==> config.mk <==
export PLATFORM = sky130hd
export DESIGN_NAME = tc_frame_alloc
export DESIGN_NICKNAME = d
export VERILOG_FILES = /design/src/verilog/tc_alloc_pkg.sv /design/src/verilog/tc_prefix_rom.sv /design/src/verilog/tc_frame_alloc.sv
export SDC_FILE = /design/constraint.sdc
export NUM_CORES = 1
export LEC_CHECK = 0
export BUFFER_PORTS_ARGS = -buffer_cell sky130_fd_sc_hd__buf_2
export CAP_MARGIN = 20
export CORE_ASPECT_RATIO = 0.8
export CORE_MARGIN = 3
export CORE_UTILIZATION = 36
export CTS_CLUSTER_DIAMETER = 120
export CTS_CLUSTER_SIZE = 25
export DETAILED_ROUTE_END_ITERATION = 8
export GPL_ROUTABILITY_DRIVEN = 1
export GPL_TIMING_DRIVEN = 0
export PLACE_DENSITY = 0.63
export SLEW_MARGIN = 20
export SYNTH_ARGS = -nofsm -noshare
export SYNTH_HDL_FRONTEND = slang
export SYNTH_SLANG_ARGS = --single-unit
==> constraint.sdc <==
create_clock -name sys_clk -period 1.8 [get_ports sys_clk]
set_input_delay 0.36 -clock sys_clk [delete_from_list [all_inputs] [get_ports sys_clk]]
set_output_delay 0.36 -clock sys_clk [all_outputs]
set_load 0.005 [all_outputs]
==> src/verilog/tc_alloc_pkg.sv <==
package tc_alloc_pkg;

    // ------------------------------------------------------------------
    // Sampling rate, rate class and field kinds
    // ------------------------------------------------------------------
    typedef enum logic {FS_12K8, FS_16K} fs_sel_t;
    typedef enum logic {RATE_32K, RATE_64K} rate_class_t;
    typedef enum logic [1:0] {EXC_NONE, EXC_ALG, EXC_GS, EXC_ADA} exc_kind_t;
    typedef enum logic [1:0] {PIT_NONE, PIT_ABS, PIT_DELTA} pit_kind_t;
    typedef enum logic [1:0] {
        GAIN_NONE, GAIN_ALG, GAIN_VQ, GAIN_SQ
    } gain_kind_t;

    // ------------------------------------------------------------------
    // Widths and constants
    // ------------------------------------------------------------------
    localparam int VAR_W = 3;
    localparam int SF_W = 3;
    localparam int LEN_W = 8;
    localparam int POS_W = 8;
    localparam int BITS_W = 4;
    localparam int PFX_W = 4;
    localparam logic [2:0] NUM_VAR_12K8 = 3'h7;
    localparam logic [2:0] NUM_VAR_16K = 3'h5;
    localparam logic [2:0] NUM_SF_12K8 = 3'h4;
    localparam logic [2:0] NUM_SF_16K = 3'h5;
    localparam logic [9:0] PITCH_MIN_12K8 = 10'h022;
    localparam logic [9:0] PITCH_MIN_16K = 10'h02a;
    localparam logic [9:0] PITCH_MAX_TC4 = 10'h0e7;
    localparam logic [3:0] W_ALG_GAIN = 4'h3;
    localparam logic [3:0] W_ALG_GAIN_HI = 4'h6;
    localparam logic [3:0] W_VQ_GAIN = 4'h6;
    localparam logic [3:0] W_SQ_GAIN = 4'hc;
    localparam logic [3:0] W_P5 = 4'h5;
    localparam logic [3:0] W_P6 = 4'h6;
    localparam logic [3:0] W_P7 = 4'h7;
    localparam logic [3:0] W_P8 = 4'h8;
    localparam logic [3:0] W_P9 = 4'h9;
    localparam logic [3:0] W_P10 = 4'ha;
    localparam int LAT_CYCLES = 1;

    // ------------------------------------------------------------------
    // Carriers
    // ------------------------------------------------------------------
    typedef struct packed {
        fs_sel_t fs;
        rate_class_t rate;
        logic [VAR_W-1:0] variant;
        logic [SF_W-1:0] subframe;
        logic [LEN_W-1:0] sf_len;
        logic [POS_W-1:0] imp_pos;
    } alloc_req_t;

    typedef struct packed {
        exc_kind_t exc;
        pit_kind_t pit;
        logic [BITS_W-1:0] pit_bits;
        logic [9:0] pit_min;
        logic [9:0] pit_max;
        gain_kind_t gain;
        logic [BITS_W-1:0] gain_bits;
        logic [PFX_W-1:0] prefix;
        logic [2:0] prefix_len;
        logic invalid;
    } alloc_ans_t;

endpackage

==> src/verilog/tc_prefix_rom.sv <==
`timescale 1ns/1ps
// Prefix code lookup with registered output
module tc_prefix_rom
    import tc_alloc_pkg::*;
(
    // Clock and reset
    input wire logic sys_clk,
    input wire logic arst_n,
    // Lookup
    input wire fs_sel_t fs,
    input wire logic [VAR_W-1:0] variant,
    output logic [PFX_W-1:0] code_q,
    output logic [2:0] len_q
);

    typedef struct packed {
        logic [PFX_W-1:0] code;
        logic [2:0] len;
    } rom_state_t;

    rom_state_t s_q;
    rom_state_t s_d;

    // Table of configuration prefixes
    always_comb begin
        s_d = '0;
        if (fs == FS_12K8) begin
            case (variant)
                3'h1: s_d = '{4'h1, 3'h1};
                3'h2: s_d = '{4'h5, 3'h4};
                3'h3: s_d = '{4'h4, 3'h4};
                3'h4: s_d = '{4'h3, 3'h3};
                3'h5: s_d = '{4'h1, 3'h3};
                3'h6: s_d = '{4'h1, 3'h4};
                3'h7: s_d = '{4'h0, 3'h4};
                default: s_d = '0;
            endcase
        end else begin
            case (variant)
                3'h1: s_d = '{4'h0, 3'h2};
                3'h2: s_d = '{4'h1, 3'h2};
                3'h3: s_d = '{4'h2, 3'h2};
                3'h4: s_d = '{4'h6, 3'h3};
                3'h5: s_d = '{4'h7, 3'h3};
                default: s_d = '0;
            endcase
        end
    end

    // Register the lookup
    always_ff @(posedge sys_clk or negedge arst_n) begin
        if (!arst_n) begin
            s_q <= '0;
        end else begin
            s_q <= s_d;
        end
    end

    assign code_q = s_q.code;
    assign len_q = s_q.len;

endmodule

==> src/verilog/tc_frame_alloc.sv <==
`timescale 1ns/1ps
// What this block does
// - 12.8 kHz prefixes 1,0101,0100,011,001,0001,0000 for variants one to seven.
// - Variant one first subframe: 6-bit pitch, range above 34, below N.
// - Variant two: no pitch first; second 7-bit, min(N-k,34)..2N-1-k.
// - Variant two third and fourth subframes: 6-bit delta pitch.
// - Variant three second subframe: zero excitation, only 3-bit algebraic gain.
// - Variant three third subframe: 7-bit absolute, 2N-1-k to 3N-1-k.
// - Variant three fourth subframe: 5-bit delta pitch, as the 64K rate class is flagged invalid.
// - Variant four second, third subframes: zero excitation, 3-bit gain only.
// - Variant four fourth subframe: 7-bit pitch, 3N-k up to 231.
// - Variant five: first gain-only 3 bits; third 9-bit; fourth 5-bit delta.
// - Variant six: two algebraic-only subframes; third 5-bit, fourth 9-bit.
// - Variant seven: three algebraic-only; fourth 9-bit pitch, scalar gains.
// - 16 kHz prefixes 00,01,10,110,111; variant gives glottal-shape subframe.
// - 16 kHz variant one: 6-bit above 42, 8-bit below 2N, 10-bit, deltas.
// - 16 kHz adaptive or glottal subframes: 6-bit vector or 12-bit scalar gain.
// - 16 kHz variant two: first gain 3/6; 6, 10, 6 delta, 6 delta.
// - 16 kHz variant three: two algebraic-only; 10-bit then 6-bit deltas.
// - 16 kHz variant four: three algebraic-only; 10-bit then 6-bit delta.
// - 16 kHz variant five: pitch only fifth, 10-bit, scalar gain pair.
module tc_frame_alloc
    import tc_alloc_pkg::*;
(
    // Clock and reset
    input wire logic sys_clk,
    input wire logic arst_n,
    // Request from the excitation search
    input wire logic req_valid,
    input wire alloc_req_t req,
    // Answer to the bitstream packer
    output logic ans_valid,
    output alloc_ans_t ans
);

    // ------------------------------------------------------------------
    // State
    // ------------------------------------------------------------------
    typedef struct packed {
        logic v1;
        alloc_ans_t a1;
        logic v2;
        alloc_ans_t a2;
    } state_t;

    state_t s_q;
    state_t s_d;
    alloc_ans_t f;
    logic [PFX_W-1:0] pfx_code;
    logic [2:0] pfx_len;
    logic [9:0] n;
    logic [9:0] k;
    logic bad;
    logic hi;

    assign n = {2'h0, req.sf_len};
    assign k = {2'h0, req.imp_pos};
    assign hi = (req.rate == RATE_64K);

    // ------------------------------------------------------------------
    // Prefix lookup, registered in step with the field decode
    // ------------------------------------------------------------------
    tc_prefix_rom u_rom (
        .sys_clk(sys_clk),
        .arst_n(arst_n),
        .fs(req.fs),
        .variant(req.variant),
        .code_q(pfx_code),
        .len_q(pfx_len)
    );

    // Range check of the request
    always_comb begin
        bad = 1'b0;
        if (req.fs == FS_12K8) begin
            bad = (req.variant == 3'h0) || (req.variant > NUM_VAR_12K8)
                || (req.subframe == 3'h0) || (req.subframe > NUM_SF_12K8)
                || hi;
        end else begin
            bad = (req.variant == 3'h0) || (req.variant > NUM_VAR_16K)
                || (req.subframe == 3'h0)
                || (req.subframe > NUM_SF_16K);
        end
    end

    // ------------------------------------------------------------------
    // Per-subframe field decode
    // ------------------------------------------------------------------
    always_comb begin
        f = '0;
        f.exc = EXC_ADA;
        f.gain = GAIN_VQ;
        f.gain_bits = W_VQ_GAIN;
        if (bad) begin
            f = '0;
            f.invalid = 1'b1;
        end else if (req.fs == FS_12K8) begin
            if (req.subframe == 3'h1 && req.variant <= 3'h4) begin
                f.exc = EXC_GS;
            end
            case (req.variant)
                3'h1: begin
                    if (req.subframe == 3'h1) begin
                        f.pit = PIT_ABS;
                        f.pit_bits = W_P6;
                        f.pit_min = PITCH_MIN_12K8 + 10'h1;
                        f.pit_max = n - 10'h1;
                    end else begin
                        f.pit = PIT_DELTA;
                        f.pit_bits = hi ? W_P6 : W_P5;
                    end
                end
                3'h2: begin
                    if (req.subframe == 3'h2) begin
                        f.pit = PIT_ABS;
                        f.pit_bits = W_P7;
                        f.pit_min = (n - k < PITCH_MIN_12K8) ? n - k
                            : PITCH_MIN_12K8;
                        f.pit_max = (n << 1) - 10'h1 - k;
                    end else if (req.subframe != 3'h1) begin
                        f.pit = PIT_DELTA;
                        f.pit_bits = W_P6;
                    end
                end
                3'h3: begin
                    case (req.subframe)
                        3'h2: begin
                            f.exc = EXC_ALG;
                            f.gain = GAIN_ALG;
                            f.gain_bits = W_ALG_GAIN;
                        end
                        3'h3: begin
                            f.pit = PIT_ABS;
                            f.pit_bits = W_P7;
                            f.pit_min = (n << 1) - 10'h1 - k;
                            f.pit_max = (n << 1) + n - 10'h1 - k;
                        end
                        3'h4: begin
                            f.pit = PIT_DELTA;
                            f.pit_bits = hi ? W_P6 : W_P5;
                        end
                        default: ;
                    endcase
                end
                3'h4: begin
                    if (req.subframe == 3'h2 || req.subframe == 3'h3) begin
                        f.exc = EXC_ALG;
                        f.gain = GAIN_ALG;
                        f.gain_bits = W_ALG_GAIN;
                    end else if (req.subframe == 3'h4) begin
                        f.pit = PIT_ABS;
                        f.pit_bits = W_P7;
                        f.pit_min = (n << 1) + n - k;
                        f.pit_max = PITCH_MAX_TC4;
                    end
                end
                3'h5: begin
                    case (req.subframe)
                        3'h1: begin
                            f.exc = EXC_ALG;
                            f.gain = GAIN_ALG;
                            f.gain_bits = W_ALG_GAIN;
                        end
                        3'h2: f.exc = EXC_GS;
                        3'h3: begin
                            f.pit = PIT_ABS;
                            f.pit_bits = W_P9;
                        end
                        3'h4: begin
                            f.pit = PIT_DELTA;
                            f.pit_bits = hi ? W_P6 : W_P5;
                        end
                        default: ;
                    endcase
                end
                3'h6: begin
                    case (req.subframe)
                        3'h1, 3'h2: begin
                            f.exc = EXC_ALG;
                            f.gain = GAIN_ALG;
                            f.gain_bits = W_ALG_GAIN;
                        end
                        3'h3: begin
                            f.exc = EXC_GS;
                            f.pit = PIT_ABS;
                            f.pit_bits = W_P5;
                        end
                        default: begin
                            f.pit = PIT_ABS;
                            f.pit_bits = W_P9;
                        end
                    endcase
                end
                default: begin
                    if (req.subframe != 3'h4) begin
                        f.exc = EXC_ALG;
                        f.gain = GAIN_ALG;
                        f.gain_bits = W_ALG_GAIN;
                    end else begin
                        f.exc = EXC_GS;
                        f.pit = PIT_ABS;
                        f.pit_bits = W_P9;
                        f.gain = GAIN_SQ;
                        f.gain_bits = W_SQ_GAIN;
                    end
                end
            endcase
        end else begin
            // Glottal-shape subframe equals the variant number
            if (req.subframe < req.variant) begin
                f.exc = EXC_ALG;
                f.gain = GAIN_ALG;
                f.gain_bits = hi ? W_ALG_GAIN_HI
                    : W_ALG_GAIN;
            end else begin
                f.exc = (req.subframe == req.variant) ? EXC_GS : EXC_ADA;
                f.gain = hi ? GAIN_SQ : GAIN_VQ;
                f.gain_bits = hi ? W_SQ_GAIN : W_VQ_GAIN;
                if (req.variant == 3'h5) begin
                    f.gain = GAIN_SQ;
                    f.gain_bits = W_SQ_GAIN;
                end
                f.pit = PIT_DELTA;
                f.pit_bits = W_P6;
                if (req.variant == 3'h1 && req.subframe == 3'h1) begin
                    f.pit = PIT_ABS;
                    f.pit_bits = W_P6;
                    f.pit_min = PITCH_MIN_16K + 10'h1;
                    f.pit_max = n - 10'h1;
                end else if (req.variant == 3'h1
                        && req.subframe == 3'h2) begin
                    f.pit = PIT_ABS;
                    f.pit_bits = W_P8;
                    f.pit_min = PITCH_MIN_16K + 10'h1;
                    f.pit_max = (n << 1) - 10'h1;
                end else if (req.variant == 3'h2
                        && req.subframe == 3'h2) begin
                    f.pit = PIT_ABS;
                    f.pit_bits = W_P6;
                end else if (req.subframe == 3'h3 && req.variant <= 3'h3) begin
                    f.pit = PIT_ABS;
                    f.pit_bits = W_P10;
                end else if (req.subframe == req.variant) begin
                    f.pit = PIT_ABS;
                    f.pit_bits = W_P10;
                end
            end
        end
    end

    // ------------------------------------------------------------------
    // Two-stage pipeline; prefix joins at stage two
    // ------------------------------------------------------------------
    always_comb begin
        s_d = s_q;
        s_d.v1 = req_valid;
        s_d.a1 = f;
        s_d.v2 = s_q.v1;
        s_d.a2 = s_q.a1;
        if (!s_q.a1.invalid) begin
            s_d.a2.prefix = pfx_code;
            s_d.a2.prefix_len = pfx_len;
        end else begin
            s_d.a2.prefix = '0;
            s_d.a2.prefix_len = '0;
        end
    end

    // Register the state
    always_ff @(posedge sys_clk or negedge arst_n) begin
        if (!arst_n) begin
            s_q <= '0;
        end else begin
            s_q <= s_d;
        end
    end

    assign ans_valid = s_q.v2;
    assign ans = s_q.a2;

endmodule

---- Word-level counts from Yosys, hierarchy flattened ----
Index checks and enable logic that the tools add are counted.
word-level totals
  bits in registers ....................... 86
  input bits .............................. 27
  logic and storage cells ................. 120
cells by class
  $add $sub $neg .......................... 8
  $lt $le $gt $ge ......................... 8
  equal/unequal tests ..................... 14
  mux-type cells .......................... 51
  reductions and logical operators ........ 17
operator list
  operator                 number
  $pmux W20 S4             1
  $mux W26                 3
  $mux W6                  13
  $mux W34                 2
  $pmux W6 S5              2
  $pmux W6 S7              1
  $mux W20                 2
  $pmux W6 S6              1
  $mux W16                 2
  $sub A10 B8 Y10          3
  $mux W25                 1
  $pmux W6 S2              2
  $eq A3 B3 Y1 const B     5
  $mux W7                  2
  $eq A3 B2 Y1 const B     4
  $gt A3 B3 Y1 const B     4
  $add A9 B8 Y10           1
  $lt A10 B6 Y1 const B    1
  $mux W10                 1
  $mux W2                  5
  $mux W5                  2
  $pmux W2 S5              1
  $pmux W5 S2              1
  $sub A10 B1 Y10 const B  1
  other kinds (18)         37

---- Depth between registers and ports, before layout ----
Gate-level depths: netlist of run 1.
  depth in word-level cells ............... 9
  gate-level depth with buffers ........... 16

---- By module ----
From an unflattened synthesis of run 1, not the netlist that was laid out.
unflattened totals
  cells, all modules ...................... 582
  area total of the unflattened synthesis .. 5,456.5 um2
modules (own cells, without submodules)
  module          times used  cells an instance  area an instance (um2)  seq. area each (um2)
  tc_frame_alloc  1           559                5,203.7                 1,976.9
  tc_prefix_rom   1           23                 252.7                   150.1

---- Least setup slack after synthesis of run 1 ----
OpenSTA, ideal clock, no wires.
  path kind ............................... in2reg
  start point ............................. in req[8] (netlist name)
  end point ............................... reg s_q, in the netlist s_d[22]
  library setup time ...................... 0.126 ns
  data arrival time ....................... 2.737 ns
  required time ........................... 1.674 ns
  path slack .............................. -1.063 ns
  stages .................................. 16
  path buffers ............................ 1
  cells stage by stage .................... ha_1 -> inv_1 -> fa_1 -> nor2b_1 -> o31a_1 -> o21a_1 -> nor2_1 -> xnor2_1 -> ha_1 -> clkbuf_1 -> nand2_1 -> o21ai_0 -> nor2_1 -> xnor2_1 -> a221oi_1 -> nor2_1
RTL lines
  item                    RTL line               RTL
  start: declaration      tc_frame_alloc.sv:30   input wire alloc_req_t req,
  end signal: assignment  tc_frame_alloc.sv:272  s_q <= '0;
  end signal: assignment  tc_frame_alloc.sv:274  s_q <= s_d;
  end: declaration        tc_frame_alloc.sv:46   state_t s_q;

==> results of run 1 <==
[power groups by stage]
stage	clock [mW]	combinational [mW]	sequential, mW
5_1_grt	2.15	2.51	2.00
6_report	2.01	2.34	1.99
3_5_place_dp	0	1.61	2.03
2_1_floorplan	0	1.16	2.03
3_3_place_gp	0	1.59	2.02
4_1_cts	2.06	2.08	1.99
[routing by layer]
metal	vias to the layer above	track usage	share of wire
met3	21	0.04222	0.062
li1	2510	-	-
met2	203	0.3044	0.45
met5	-	0	0
met4	0	0.04657	0.014
met1	2626	0.3020	0.48
[flip-flops by register name, summed over array words and instances (netlist names)]
register	count
ans_valid	1
s_d	36
u_rom.len_q	3
u_rom.code_q	3
ans	41
[per-stage QoR]
| step | power (mW) | hold WS, ns | std cells | utilization | instance area (µm²) |
|---|---|---|---|---|---|
| 6_report | 6.342 | 0.1360 | 974 | 0.5305 | 8124 |
| 5_1_grt | 6.656 | 0.1302 | 974 | 0.5305 | 8124 |
| 4_1_cts | 6.137 | 0.1287 | 965 | 0.5075 | 7772 |
| 3_5_place_dp | 3.634 | 0.2707 | 903 | 0.4273 | 6544 |
| 3_3_place_gp | 3.607 | 0.3313 | 902 | 0.4253 | 6514 |
| 2_1_floorplan | 3.190 | 0.06441 | 624 | - | 5911 |
[area by class of cell]
type                       count  area share
clock buffer                   9     0.02772
tap                          210     0.03234
clock inverter                 7     0.01294
inverter                      37     0.01956
buffer                        22     0.02002
timing repair buffer         130      0.1192
multi-input combinational    475      0.5095
sequential                    84      0.2587
[cell families (layout without fill, tap and decap cells)]
logic type,Yosys count,after routing,synth area share
xor gates and xnor gates,33,33,0.05041
other,1,1,0.0006541
adders and majority gates,57,57,0.1296
and+or+nand+nor,172,172,0.1602
buffers and inverters,65,205,0.04714
DFF,84,84,0.3667
AOI/OAI and AO/OA,209,209,0.2401
muxes,3,3,0.005238
[repair_timing]
action	in CTS	in global routing
endpoints found under the setup margin	29	32
pin swaps	70	36
hold endpoints to repair	21	0
resized for setup	114	67
hold buffers	1	0
buffers inserted	47	13
[worst max-delay path by stage]
stage / start / endpoint / slack [ns] / depth (start not counted)
5_1_grt: req[9] / s_d[22]$_DFF_PN0_ / -1.06 / 16
2_1_floorplan: req[10] / s_d[32]$_DFF_PN0_ / -0.93 / 15
3_5_place_dp: req[8] / s_d[33]$_DFF_PN0_ / -1.56 / 13
4_1_cts: req[9] / s_d[32]$_DFF_PN0_ / -0.87 / 17
6_report: req[9] / s_d[22]$_DFF_PN0_ / -0.94 / 16
3_3_place_gp: req[9] / s_d[22]$_DFF_PN0_ / -1.52 / 13
[layout by cell type, fill, tap and decap left out, types with 8 or more instances in the layout]
| master | n |
|---|---|
| a21oi_1 | 34 |
| a21oi_2 | 10 |
| a21oi_4 | 8 |
| a31oi_1 | 8 |
| buf_2 | 67 |
| buf_4 | 44 |
| buf_6 | 21 |
| clkbuf_16 | 9 |
| dfrtp_1 | 84 |
| ha_1 | 36 |
| ha_4 | 15 |
| inv_1 | 25 |
| nand2_1 | 32 |
| nand3_1 | 8 |
| nor2_1 | 36 |
| nor2b_1 | 21 |
| o211ai_1 | 9 |
| o21a_1 | 13 |
| o21ai_0 | 28 |
| o21ai_1 | 13 |
| xnor2_1 | 15 |
| xor2_1 | 8 |
==> impl_metrics.tcl, run 1 <==
set metrics [dict create \
    report.final.setup_viol 18 \
    clock_sinks 84 \
    cts_made_buffers 9 \
    track_usage 0.2031 \
    hold_depth 1 \
    p_int_mw 4.285 \
    leakage_nw 3.648 \
    grt_start_max_net_pins 64 \
    finalCritPeriodShare 1.521 \
    die_area_mm2 0.01748 \
    synth_area_leader_cell "dfrtp_1" \
    path_max_fanout 5 \
    ff2ff_path_depth 1 \
    finalHoldViolations 0 \
    nets 843 \
    antenna_found_initial 0 \
    syn_nets 708 \
    drt-initial-drc-count 514 \
    worstSkewPairLatency_ns 0.34 \
    core-area_mm2 0.01531 \
    ios 70 \
    synth-seq-cells 84 \
    crit_type "input pin to register" \
    pwr-share-seq 0.314 \
    area_growth_pct 41.71 \
    post_drt_wl_per_cell_um 18.66 \
    hp-class "input pin to register" \
    synth_top_area_share 0.3667 \
    worst-path-buf-inv 3 \
    grt_pass1_vias 5209 \
    multi_input_area_mm2 0.004139 \
    clkPwrFrac 0.317 \
    tightest_slew_ns 0.6854 \
    whs_endpoint "s_d[42]$_DFF_PN0_" \
    crit_required_ns 2.02 \
    grt_pass1_wl_um 28490 \
    ys_warn_count 0 \
    ys_types 70 \
    rr_endpoint "ans[2]$_DFF_PN0_" \
    min-delay-start "req_valid" \
    num_vias 5360 \
    outcome "complete, but fails checks" \
    pre_cts_slack_ns -1.556 \
    cts_tree "yes" \
    synth_async_sr_flop_share 1.000 \
    relSlewSlack 0.5396 \
    cap_violations 0 \
    ff2ff_setup_slack_ns 1.13 \
    path_cells "buf_12 -> clkinvlp_4 -> fa_2 -> nor2b_4 -> o31a_1 -> o21a_1 -> nor2_2 -> xnor2_1 -> ha_1 -> clkbuf_8 -> a21oi_2 -> o21ai_1 -> nor2_1 -> xnor2_1 -> a221oi_2 -> nor2_1" \
    crit_arrival_ns 2.96 \
    cts_root_buffer "clkbuf_16" \
    pwr-share-comb 0.369 \
    rows 40 \
    overflow 0 \
    cpPeakStageDelay_ns 0.45 \
    n_fill_cell 1318 \
    max_freq_mhz 365.2 \
    antenna_cells 0 \
    die_x_um 147.1 \
    synth_most_common_cell "dfrtp_1" \
    switchingPower_mw 2.057 \
    power_density_mw_per_mm2 780.7 \
    synthTopCellsByCount "dfrtp_1, ha_1, a21oi_1" \
    rsz0062_at_grt "yes" \
    cts.clk_slew.worst_paths_ns 0.06 \
    startpoint_type "input pin" \
    routed_via_density 5.503 \
    setup_slack_ns -0.9381 \
    maxSlewViolCount 0 \
    drive_gt1_frac 0.3822 \
    post-route-min-period_ns 2.738 \
    start_util 0.3743 \
    worst_path_max_delay_cell "fa_2" \
    finClkSkew_ns 0.006018 \
    cts_buffer_depth 2 \
    netlist_area_mm2 0.005733 \
    yosysSeqAreaShare 0.3667 \
    failed_checks "setup timing" \
    synth_edf_count 0 \
    drt-total-wl_um 18170 \
    gp_routability_congestion 0.9576 \
    swShare 0.3244 \
    hpwl_um 12950 \
    postSynthAreaPerCell_um2 9.187 \
    firstDrtPassIters 5 \
    max-vdd-ir-drop_v 0.0004501 \
    tns_ns -12.38 \
    crit_family "compound AO/OA/AOI/OAI gates" \
    drc 0 \
    ys.flop_type "dfrtp_1" \
    worstSetupEndpointType "register" \
    synthCells 624 \
    synth.area.top_cells "dfrtp_1, ha_1, a21oi_1, o21ai_0, xnor2_1" \
    port_buffers 68 \
    ant_nets 0 \
    seqCellArea_mm2 0.002102 \
    die_h_um 118.9 \
    timing.rr.start "s_d[0]$_DFF_PN0_" \
    htree_levels 3 \
]
No activity file was read; power rests on OpenSTA's default activity.
==> inputs of run 2 (changes only) <==
==> constraint.sdc (replaced) <==
create_clock -name sys_clk -period 3.55 [get_ports sys_clk]
set_input_delay 0.71 -clock sys_clk [delete_from_list [all_inputs] [get_ports sys_clk]]
set_output_delay 0.71 -clock sys_clk [all_outputs]
set_load 0.005 [all_outputs]
==> impl_metrics.tcl, run 2 (synthesized netlist as in run 1, its figures left out) <==
set metrics [dict create \
    path_cells "buf_2 -> ha_1 -> inv_1 -> fa_1 -> nor2b_1 -> o31a_1 -> o21a_1 -> nor2_1 -> xnor2_1 -> ha_2 -> nand4_1 -> a21oi_1 -> nor2_1 -> xnor2_1 -> a221oi_1 -> nor2_1" \
    dp.cells 903 \
    cts_root_buffer "clkbuf_16" \
    worst-path-buf-inv 2 \
    die_h_um 118.9 \
    grtUsageMet1 0.2936 \
    maxSlewViolCount 0 \
    crit_arrival_ns 3.66 \
    final_cell_count_no_fill 917 \
    cts.clk_slew.worst_paths_ns 0.07 \
    die_x_um 147.1 \
    cpMostUsedCell "nor2_1" \
    cts_tree "yes" \
    crit_type "input pin to register" \
    max_freq_mhz 290.8 \
    overflow 0 \
    crit_required_ns 3.77 \
    rows 40 \
    ant_nets 0 \
    worstSetupEndpointType "register" \
    rr_endpoint "ans[1]$_DFF_PN0_" \
    cts_made_buffers 9 \
    start_util 0.3743 \
    met3_usage 0.03081 \
    clock_sinks 84 \
    final_common_cell "dfrtp_1" \
    outcome "completed" \
    setup_slack_ns 0.1113 \
    startpoint_type "input pin" \
    finClkSkew_ns 0.005065 \
    busiest_layer "met1" \
    leakage_nw 3.161 \
    path_max_fanout 8 \
    firstDrtPassIters 5 \
    report.final.setup_viol 0 \
    design_area_mm2 0.006704 \
    ff2ff_setup_slack_ns 2.88 \
    placed_area_mm2 0.006366 \
    antenna_cells 0 \
    gp_routability_congestion 0.9634 \
    timing.rr.start "s_d[0]$_DFF_PN0_" \
    num_vias 5061 \
    drt-initial-drc-count 535 \
    grt_start_max_net_pins 56 \
    drive_gt1_frac 0.1669 \
    track_usage 0.1838 \
    tightest_slew_ns 1.008 \
    nets 786 \
    final_util 0.4377 \
    hpwl_um 12680 \
    cpPeakStageDelay_ns 0.41 \
    grt_pass1_wl_um 25800 \
    largest_register_ffs 41 \
    tns_ns 0 \
    routed_via_density 5.519 \
    post_drt_wl_per_cell_um 17.63 \
    gr-usage-met2 0.2563 \
    worst_path_max_delay_cell "fa_1" \
    hp-class "input pin to asynchronous set/reset pin" \
    finalHoldViolations 0 \
    ff2ff_path_depth 1 \
    holdBufCountCts 0 \
    drt-total-wl_um 16170 \
    final_cell_mix "dfrtp_1, buf_2, ha_1" \
    htree_levels 3 \
    worstSkewPairLatency_ns 0.33 \
    grt_pass1_vias 4756 \
    antenna_found_initial 0 \
    ios 70 \
    die_area_mm2 0.01748 \
    post-route-min-period_ns 3.439 \
    drc 0 \
    core-area_mm2 0.01531 \
    relSlewSlack 0.3223 \
    cap_violations 0 \
    finalCritPeriodShare 0.9687 \
    area_growth_pct 16.94 \
    rsz0062_at_grt "no" \
    power_density_mw_per_mm2 409.9 \
    cts_buffer_depth 2 \
    port_buffers 68 \
    crit_family "adder cells" \
    max-vdd-ir-drop_v 0.0002229 \
    pre_cts_slack_ns -0.3014 \
]
==> run 2: power by group <==
| group | switching [mW] | internal, mW | leakage [nW] |
|---|---|---|---|
| Combinational | 0.481 | 0.303 | 1.88 |
| Clock | 0.398 | 0.557 | 0.150 |
| Sequential | 0.0112 | 0.997 | 1.14 |
| Total | 0.891 | 1.86 | 3.16 |
==> run 2: cell type report <==
cell class	instances	area [µm²]
Timing Repair Buffer	70	377.9
Inverter	37	138.9
Multi-Input combinational cell	475	3395
Fill cell	1503	8611
Clock buffer	9	225.2
Sequential cell	84	2102
Buffer	25	120.1
Clock inverter	7	82.58
Tap cell	210	262.8
==> run 2: what timing repair did <==
item                                    4_1_cts  5_1_grt
buffers inserted                              0        1
resized for setup                             0       10
endpoints found under the setup margin        0        7
==> run 2: per-stage QoR <==
step | total power [mW] | hold WS, ns
2_1_floorplan | 1.555 | 0.3312
3_3_place_gp | 1.772 | 0.3320
3_5_place_dp | 1.785 | 0.3347
4_1_cts | 2.760 | 0.2896
5_1_grt | 2.897 | 0.3203
6_report | 2.748 | 0.2925
==> run 2: worst max-delay path by stage <==
stage               startpoint                end  slack, ns  cells past startpoint
CTS                     req[8]  s_d[33]$_DFF_PN0_       0.06                     13
floorplan               req[8]  s_d[22]$_DFF_PN0_       0.34                     16
detailed placement      req[8]  s_d[33]$_DFF_PN0_      -0.30                     13
global route           req[10]  s_d[19]$_DFF_PN0_       0.02                     14
finish                  req[8]  s_d[22]$_DFF_PN0_       0.11                     16
global placement        req[9]  s_d[21]$_DFF_PN0_      -0.24                     14
==> run 2: per-layer routing <==
| layer | wire length [µm] | vias to the layer above |
|---|---|---|
| li1 | - | 2395 |
| met1 | 8141 | 2421 |
| met2 | 6662 | 220 |
| met3 | 1141 | 25 |
| met4 | 223 | 0 |
| met5 | 0 | - |
